==> src/rtl/bise_pkg.sv <==
package bise_pkg;

  localparam int unsigned DATA_W   = 8;
  localparam int unsigned PC_W     = 15;
  localparam int unsigned ADDR_W   = 8;
  localparam int unsigned LATCH_W  = 7;

  // register byte offsets on the apb side
  localparam logic [7:0] ADDR_INSTR   = 8'h00;
  localparam logic [7:0] ADDR_ACCUM   = 8'h04;
  localparam logic [7:0] ADDR_FILE    = 8'h08;
  localparam logic [7:0] ADDR_STATUS  = 8'h0c;
  localparam logic [7:0] ADDR_PCLATCH = 8'h10;
  localparam logic [7:0] ADDR_PC      = 8'h14;
  localparam logic [7:0] ADDR_CYCLES  = 8'h18;

  // status register field positions
  localparam int unsigned STAT_ZERO_BIT  = 0;
  localparam int unsigned STAT_CARRY_BIT = 1;
  localparam int unsigned STAT_BUSY_BIT  = 2;

  // cycle report register field positions
  localparam int unsigned CYC_COUNT_LSB = 0;
  localparam int unsigned CYC_COUNT_MSB = 1;
  localparam int unsigned CYC_SKIP_BIT  = 4;

  // bits of the high latch that feed the program counter top
  localparam int unsigned LATCH_SEL_LSB = 3;
  localparam int unsigned LATCH_SEL_MSB = 6;

  localparam logic [DATA_W-1:0]  ACCUM_RST = 8'h00;
  localparam logic [DATA_W-1:0]  FILE_RST  = 8'h00;
  localparam logic [LATCH_W-1:0] LATCH_RST = 7'h00;
  localparam logic [PC_W-1:0]    PC_RST    = 15'h0000;
  localparam logic [PC_W-1:0]    PC_STEP   = 15'h0001;
  localparam logic [DATA_W-1:0]  INC_STEP  = 8'h01;

  localparam logic [1:0] CYC_NONE   = 2'h0;
  localparam logic [1:0] CYC_SINGLE = 2'h1;
  localparam logic [1:0] CYC_DOUBLE = 2'h2;

  localparam logic DEST_ACCUM = 1'b0;
  localparam logic DEST_FILE  = 1'b1;

  typedef enum logic [2:0] {
    op_jump_absolute      = 3'h0,
    op_increment_file     = 3'h1,
    op_increment_skip_zero = 3'h2,
    op_or_literal_accum   = 3'h3,
    op_or_accum_file      = 3'h4,
    op_shift_left_file    = 3'h5,
    op_nop                = 3'h7
  } bise_op_t;

  // instruction word as written to the instruction register
  typedef struct packed {
    logic [12:0] rsvd_hi;
    logic [10:0] operand;
    logic [3:0]  rsvd_lo;
    logic        dest;
    bise_op_t    op;
  } bise_instr_t;

  typedef struct packed {
    logic carry;
    logic zero;
  } bise_flags_t;

  typedef enum logic [2:0] {
    st_idle   = 3'b001,
    st_exec   = 3'b010,
    st_second = 3'b100
  } bise_state_t;

endpackage

==> src/rtl/bise_alu.sv <==
module bise_alu
  import bise_pkg::*;
(
  input  wire bise_op_t          op_i,
  input  wire logic [DATA_W-1:0] accum_i,
  input  wire logic [DATA_W-1:0] file_i,
  input  wire logic [DATA_W-1:0] literal_i,
  output logic      [DATA_W-1:0] result_o,
  output logic                   carry_o,
  output logic                   zero_o
);

  wire [DATA_W-1:0] inc_res = 8'(file_i + INC_STEP);
  wire [DATA_W-1:0] orl_res = accum_i | literal_i;
  wire [DATA_W-1:0] orf_res = accum_i | file_i;
  wire [DATA_W-1:0] lsl_res = {file_i[6:0], 1'b0};

  assign result_o =
    (op_i == op_increment_file)      ? inc_res :
    (op_i == op_increment_skip_zero) ? inc_res :
    (op_i == op_or_literal_accum)    ? orl_res :
    (op_i == op_or_accum_file)       ? orf_res :
    (op_i == op_shift_left_file)     ? lsl_res :
                                       file_i;

  // carry only meaningful for the left shift
  assign carry_o = file_i[7];
  assign zero_o  = (result_o == 8'h00);

endmodule

==> src/rtl/bise_core.sv <==
// Local design decisions: the APB interface to the registers and the address map.
module bise_core
  import bise_pkg::*;
(
  input  wire logic              core_clk_i,
  input  wire logic              reset_i,
  input  wire logic              ce_i,
  input  wire logic              psel_i,
  input  wire logic              penable_i,
  input  wire logic              pwrite_i,
  input  wire logic [ADDR_W-1:0] paddr_i,
  input  wire logic [31:0]       pwdata_i,
  output logic                   pready_o,
  output logic                   pslverr_o,
  output logic      [31:0]       prdata_o
);

  bise_state_t       state;
  bise_state_t       next_state;
  bise_instr_t       ir;
  bise_flags_t       flags;
  logic [DATA_W-1:0] accum;
  logic [DATA_W-1:0] file_reg;
  logic [LATCH_W-1:0] pc_high_latch;
  logic [PC_W-1:0]   pc;
  logic [1:0]        last_cycles;
  logic              last_skip;
  logic              skip_active;
  logic              rdy_q;
  logic              err_q;
  logic [31:0]       rdata_q;

  logic [DATA_W-1:0] alu_result;
  logic              alu_carry;
  logic              alu_zero;

  // ---------------- apb decode ----------------
  wire busy       = (state != st_idle);
  wire hit_instr  = (paddr_i == ADDR_INSTR);
  wire hit_accum  = (paddr_i == ADDR_ACCUM);
  wire hit_file   = (paddr_i == ADDR_FILE);
  wire hit_status = (paddr_i == ADDR_STATUS);
  wire hit_latch  = (paddr_i == ADDR_PCLATCH);
  wire hit_pc     = (paddr_i == ADDR_PC);
  wire hit_cycles = (paddr_i == ADDR_CYCLES);
  wire hit_any    = hit_instr | hit_accum | hit_file | hit_status
                  | hit_latch | hit_pc | hit_cycles;
  // pc and cycle report are read-only, instruction is write-only
  wire bad_access = ~hit_any | (pwrite_i & (hit_pc | hit_cycles));

  // accesses stall while an instruction runs, so software never
  // observes a half-updated accumulator or file value
  wire acc_start  = ce_i & psel_i & penable_i & ~busy & ~rdy_q;
  wire acc_done   = ce_i & psel_i & penable_i & rdy_q;
  wire wr_done    = acc_done & pwrite_i & ~err_q;

  wire wr_instr   = wr_done & hit_instr;
  wire wr_accum   = wr_done & hit_accum;
  wire wr_file    = wr_done & hit_file;
  wire wr_status  = wr_done & hit_status;
  wire wr_latch   = wr_done & hit_latch;

  wire [31:0] status_word = {29'h0, busy, flags.carry, flags.zero};
  wire [31:0] cycles_word = {27'h0, last_skip, 2'h0, last_cycles};

  wire [31:0] rd_mux =
    hit_accum  ? {24'h0, accum}           :
    hit_file   ? {24'h0, file_reg}        :
    hit_status ? status_word              :
    hit_latch  ? {25'h0, pc_high_latch}   :
    hit_pc     ? {17'h0, pc}              :
    hit_cycles ? cycles_word              :
                 32'h0000_0000;

  assign pready_o  = rdy_q;
  assign pslverr_o = rdy_q & err_q;
  assign prdata_o  = rdata_q;

  always_ff @(posedge core_clk_i or posedge reset_i) begin
    if (reset_i) begin
      rdy_q   <= 1'b0;
      err_q   <= 1'b0;
      rdata_q <= 32'h0000_0000;
    end else if (ce_i) begin
      rdy_q   <= acc_start;
      if (acc_start) begin
        err_q   <= bad_access;
        rdata_q <= (pwrite_i | bad_access) ? 32'h0000_0000 : rd_mux;
      end
    end
  end

  // ---------------- execute ----------------
  bise_alu u_alu (
    .op_i      (ir.op),
    .accum_i   (accum),
    .file_i    (file_reg),
    .literal_i (ir.operand[7:0]),
    .result_o  (alu_result),
    .carry_o   (alu_carry),
    .zero_o    (alu_zero)
  );

  wire ex_go     = ce_i & (state == st_exec);
  wire sec_go    = ce_i & (state == st_second);
  wire op_jump   = (ir.op == op_jump_absolute);
  wire op_inc    = (ir.op == op_increment_file);
  wire op_incsz  = (ir.op == op_increment_skip_zero);
  wire op_orl    = (ir.op == op_or_literal_accum);
  wire op_orf    = (ir.op == op_or_accum_file);
  wire op_lsl    = (ir.op == op_shift_left_file);
  wire op_fileop = op_inc | op_incsz | op_orf | op_lsl;
  wire skip_now  = op_incsz & alu_zero;
  wire two_cycle = op_jump | skip_now;

  wire to_file   = ex_go & op_fileop & (ir.dest == DEST_FILE);
  wire to_accum  = ex_go & ((op_fileop & (ir.dest == DEST_ACCUM))
                           | op_orl);
  wire z_update  = ex_go & (op_inc | op_orl | op_orf | op_lsl);
  wire c_update  = ex_go & op_lsl;

  wire [PC_W-1:0] jump_target =
    {pc_high_latch[LATCH_SEL_MSB:LATCH_SEL_LSB], ir.operand};

  always_comb begin
    next_state = state;
    case (state)
      st_idle:   next_state = wr_instr ? st_exec : st_idle;
      st_exec:   next_state = two_cycle ? st_second : st_idle;
      st_second: next_state = st_idle;
      default:   next_state = st_idle;
    endcase
  end

  always_ff @(posedge core_clk_i or posedge reset_i) begin
    if (reset_i) begin
      state <= st_idle;
    end else if (ce_i) begin
      state <= next_state;
    end
  end

  always_ff @(posedge core_clk_i or posedge reset_i) begin
    if (reset_i) begin
      ir <= '{rsvd_hi: 13'h0, operand: 11'h0, rsvd_lo: 4'h0,
              dest: DEST_ACCUM, op: op_nop};
    end else if (wr_instr) begin
      ir <= bise_instr_t'(pwdata_i);
    end
  end

  // hardware result wins over a software write in the same cycle
  always_ff @(posedge core_clk_i or posedge reset_i) begin
    if (reset_i) begin
      accum    <= ACCUM_RST;
      file_reg <= FILE_RST;
    end else if (ce_i) begin
      if (to_accum) begin
        accum <= alu_result;
      end else if (wr_accum) begin
        accum <= pwdata_i[DATA_W-1:0];
      end
      if (to_file) begin
        file_reg <= alu_result;
      end else if (wr_file) begin
        file_reg <= pwdata_i[DATA_W-1:0];
      end
    end
  end

  always_ff @(posedge core_clk_i or posedge reset_i) begin
    if (reset_i) begin
      flags <= '{carry: 1'b0, zero: 1'b0};
    end else if (ce_i) begin
      if (z_update) begin
        flags.zero <= alu_zero;
      end else if (wr_status) begin
        flags.zero <= pwdata_i[STAT_ZERO_BIT];
      end
      if (c_update) begin
        flags.carry <= alu_carry;
      end else if (wr_status) begin
        flags.carry <= pwdata_i[STAT_CARRY_BIT];
      end
    end
  end

  always_ff @(posedge core_clk_i or posedge reset_i) begin
    if (reset_i) begin
      pc_high_latch <= LATCH_RST;
    end else if (wr_latch) begin
      pc_high_latch <= pwdata_i[LATCH_W-1:0];
    end
  end

  // a skipped slot still advances the counter past the squashed word
  always_ff @(posedge core_clk_i or posedge reset_i) begin
    if (reset_i) begin
      pc          <= PC_RST;
      skip_active <= 1'b0;
      last_cycles <= CYC_NONE;
      last_skip   <= 1'b0;
    end else if (ex_go) begin
      skip_active <= skip_now;
      last_skip   <= skip_now;
      last_cycles <= two_cycle ? CYC_DOUBLE : CYC_SINGLE;
      pc          <= op_jump ? jump_target : 15'(pc + PC_STEP);
    end else if (sec_go) begin
      skip_active <= 1'b0;
      if (skip_active) begin
        pc <= 15'(pc + PC_STEP);
      end
    end
  end

  logic [DATA_W-1:0] dest_val;
  assign dest_val = (ir.dest == DEST_FILE) ? file_reg : accum;
endmodule

==> config.mk <==
export PLATFORM = sky130hd
export DESIGN_NAME = bise_core
export DESIGN_NICKNAME = d
export VERILOG_FILES = /design/src/rtl/bise_pkg.sv /design/src/rtl/bise_alu.sv /design/src/rtl/bise_core.sv
export SDC_FILE = /design/constraint.sdc
export NUM_CORES = 1
export LEC_CHECK = 0
export BUFFER_PORTS_ARGS = -buffer_cell sky130_fd_sc_hd__buf_2
export CELL_PAD_IN_SITES_DETAIL_PLACEMENT = 2
export CELL_PAD_IN_SITES_GLOBAL_PLACEMENT = 2
export CORE_MARGIN = 5
export CORE_UTILIZATION = 32
export CTS_CLUSTER_DIAMETER = 80
export DETAILED_ROUTE_END_ITERATION = 10
export GPL_TIMING_DRIVEN = 0
export PLACE_DENSITY_LB_ADDON = 0.12
export SETUP_SLACK_MARGIN = 0.5
export SLEW_MARGIN = 20
export SYNTH_ARGS = -nofsm -noshare
export SYNTH_HDL_FRONTEND = slang
export SYNTH_HIERARCHICAL = 1
export SYNTH_SLANG_ARGS = --single-unit
==> constraint.sdc <==
create_clock -name core_clk_i -period 2.6 [get_ports core_clk_i]
set_input_delay 0.52 -clock core_clk_i [delete_from_list [all_inputs] [get_ports core_clk_i]]
set_output_delay 0.52 -clock core_clk_i [all_outputs]
set_load 0.02 [all_outputs]
==> metrics.cfg <==
[cells_and_area]
postLayoutCellArea_mm2 = 0.00677
area_growth_pct = 37.7
layoutNonFillerInstCount = 832
n_antenna_cell = 0
fin_nets = 687
layout.filler_cells = 1585
share_of_final_layout_standard_cells_stronger_than_drive_strength_1 = 0.399
mostFrequentLayoutCell = sky130_fd_sc_hd__dfrtp_1
layout.cells.most_common_list = sky130_fd_sc_hd__dfrtp_1, sky130_fd_sc_hd__buf_4, sky130_fd_sc_hd__buf_2, sky130_fd_sc_hd__nor2_1, sky130_fd_sc_hd__nand2_1

[synthesis]
synthMuxAreaShare = 0.114
ranking_of_synthesized_cells_by_area = sky130_fd_sc_hd__dfrtp_1, sky130_fd_sc_hd__mux2i_1, sky130_fd_sc_hd__a21oi_1
synth.avg_cell_area_um2 = 9.49
post_synth_fa_ha_maj_area_fraction = 0.00713
synth_top_area_cell = sky130_fd_sc_hd__dfrtp_1
synthCells = 518
async_flop_share = 1.00
synth.yosys.seq_area_share = 0.403
post_synth_xor_area_fraction = 0.0196
synth-edff-count = 0
share_of_yosys_cell_area_claimed_by_the_top_area_cell_type = 0.382
synth-simple-area-share = 0.178
synth-compound-area-share = 0.209
ys.warnings.count = 6
synth_top_family_by_area = compound AO/OA/AOI/OAI gates
ys_dominant_reg_cell = sky130_fd_sc_hd__dfrtp_1
syn_area_mm2 = 0.00491
netlist-cell-type-count = 78
synth-seq-cells = 79

[die]
placeableCoreArea_mm2 = 0.0151
die_width_um = 134
die_area_mm2 = 0.0179
chip_height_um = 134
start_util = 0.324
row_count = 45
io_pins = 80

[clock_tree]
cts_root_buffer = sky130_fd_sc_hd__clkbuf_16
clkSinkCount = 79
clock_insertion_delay_worst_skew_ps = 350
cts_hold_buffers = 0
cts-root-to-sink-buffers = 2
clock_tree_from_tritoncts = built
cts_htree_levels = 3
cts-buffers-inserted = 9
clk_pin_slew_ps = 60

[pwr]
net-switching-power_w = 0.000725
total_power_w = 0.00292
total_leakage_power_nw = 3.08
power.share.sequential = 0.430
power-per-cell-area_mw_per_mm2 = 431
vdd_drop_max_mv = 0.323
p_sw_frac = 0.249
comb_power_share = 0.086
pwr-share-clk = 0.484
internal-power_w = 0.00219

[drt]
wl_mm = 19.4
post_route_drc_violation_count = 0
1st_pass_router_iterations = 5
dr_total_vias = 4650
drt-initial-drc-count = 215
drt.antenna.violating_nets = 0
wire_per_inst_um = 23.3
vias_per_cell = 5.59

[worst_hold_path]
timing.hold.worst.class = input port to async pin

[sta]
layout_setup_ws_ps = -70.6
finalCriticalPeriod_ps = 2670
rsz0062_at_grt = true
final.setup_skew_ps = 7.82
setup_viol_count_final = 1
worst-slew-pin-transition_ps = 672
slew_headroom = 0.548
setup_tns_ps = -70.6
report.final.hold_viol_count = 0
whs_ps = 167
highest_clock_rate_mhz = 374
timing_max_transition_violations_final = 0
fin_crit_sh = 1.03

[critical_path]
critical-path-top-delay-family = compound AO/OA/AOI/OAI gates
timing.critical_path.slowest_cell_delay_ps = 680
worst_ep_arrival_time_ps = 2950
worstSetupEndpointType = register
timing_worst_setup_path_type = register to register
worstPathBufferInverterCount = 1
required_ps = 2880
crit_path_start_kind = register
critical-path-slowest-cell = sky130_fd_sc_hd__dfstp_2
timing.reg2reg.setup_slack_ps = -70
timing.critical_path.fanout_max = 8
crit_path_cell_trace = buf_6 > o21ba_4 > o32ai_2 > o22ai_1 > mux2_4 > nor4_4 > nand2b_4 > nand2_2 > o32a_1 > o22a_1

[placed_design]
dpl.cell_count = 773
io_buffer_count = 48
post_dp_cell_area_mm2 = 0.00573
gp_congestion = 0.844
dp.final_hpwl_mm = 13.7

[global_routing]
grtUsageTotal = 0.215
grt-ovfl-total = 0
grt_pass1_wl_mm = 29.9
number_of_antenna_violations_at_the_first_check_in_global_routing = 0
grt_pass1_vias = 5132
grt_max_degree = 26

[job]
max-cap-violations = 0

[outcome]
status = complete, but fails checks
failed_checks = negative setup slack

Yosys cell counts, types with 4 or more instances:
master	instances
sky130_fd_sc_hd__buf_2	10
sky130_fd_sc_hd__nand2_1	38
sky130_fd_sc_hd__nor4_1	5
sky130_fd_sc_hd__or3_1	8
sky130_fd_sc_hd__a22oi_1	6
sky130_fd_sc_hd__and3_1	5
sky130_fd_sc_hd__a31oi_1	4
sky130_fd_sc_hd__a21oi_1	37
sky130_fd_sc_hd__o221ai_1	4
sky130_fd_sc_hd__dfrtp_1	75
sky130_fd_sc_hd__o21ai_0	34
sky130_fd_sc_hd__xnor2_1	9
sky130_fd_sc_hd__mux2i_1	22
sky130_fd_sc_hd__nand3_1	16
sky130_fd_sc_hd__nor2b_1	6
sky130_fd_sc_hd__buf_4	18
sky130_fd_sc_hd__clkbuf_1	16
sky130_fd_sc_hd__inv_1	16
sky130_fd_sc_hd__mux2_4	10
sky130_fd_sc_hd__dfstp_2	4
sky130_fd_sc_hd__o22ai_1	10
sky130_fd_sc_hd__a22o_1	9
sky130_fd_sc_hd__a211oi_1	5
sky130_fd_sc_hd__mux2_2	16
sky130_fd_sc_hd__nor3_1	8
sky130_fd_sc_hd__nor2_1	40
worst register-to-register path, delay by kind of cell (launching register included):
kind	cells	cell delay [ps]
flip-flops	1	680
multiplexers	1	320
buffers and inverters	1	170
AO/OA/AOI/OAI	5	810
AND/OR/NAND/NOR	3	620
path summary, 6_finish.rpt:
check / from / end / cells past startpoint
worst min register to register: prdata_o[7]$_DFFE_PP0P_ / prdata_o[7]$_DFFE_PP0P_ / 2
min in group core_clk_i: ce_i / state[2]$_DFFE_PP0P_ / 2
max in group asynchronous: reset_i / pc[0]$_DFFE_PP0P_ / 4
worst max-delay path: ir[1]$_DFFE_PP1P_ / state[0]$_DFFE_PP1P_ / 10
worst max register to register: ir[1]$_DFFE_PP1P_ / state[0]$_DFFE_PP1P_ / 10
worst min-delay path: reset_i / err_q$_DFFE_PP0P_ / 2
metrics by stage:
step | setup slack (ps) | util
2_1_floorplan | 130 | -
3_3_place_gp | -330 | 0.374
3_5_place_dp | -342 | 0.378
4_1_cts | -62.4 | 0.430
5_1_grt | -165 | 0.447
6_report | -70.6 | 0.447
logic make-up after synthesis:
group,after synthesis
simple gates,161
buf+inv,63
flops,79
fa+ha+maj,3
other cells,1
compound gates,151
xor+xnor,11
mux,49
timing repair:
action,in CTS,in global routing
hold endpoints to repair,0,0
gates resized for setup,69,31
endpoints found under the setup margin,78,66
gates cloned,2,2
pin swaps,20,7
setup buffers,25,14
routing by layer:
layer | global-route usage | vias up | wire, um
met5 | 0 | - | 0
met4 | 0.104 | 0 | 636
met3 | 0.0308 | 31 | 679
met2 | 0.350 | 118 | 9370
met1 | 0.282 | 2383 | 8680
li1 | - | 2118 | -
final cells by class:
| class | instances | area [um^2] | area share |
|---|---|---|---|
| buffer | 47 | 402 | 0.0594 |
| clock buffer | 10 | 229 | 0.0338 |
| clock inverter | 6 | 92.6 | 0.0137 |
| inverter | 16 | 63.8 | 0.00943 |
| multi-input combinational | 392 | 3030 | 0.447 |
| sequential | 79 | 1990 | 0.294 |
| tap | 188 | 235 | 0.0348 |
| timing repair buffer | 94 | 724 | 0.107 |
power by group through the flow:
stage / Clock (W) / Sequential (W) / Combinational (W)
finish: 0.00141 / 0.00125 / 0.000252
global placement: 0 / 0.00128 / 0.000199
CTS: 0.00143 / 0.00125 / 0.000233
detailed placement: 0 / 0.00128 / 0.000216
floorplan: 0 / 0.00127 / 0.000132
global route: 0.00148 / 0.00125 / 0.000275
Power figures use the tool's default switching activity.
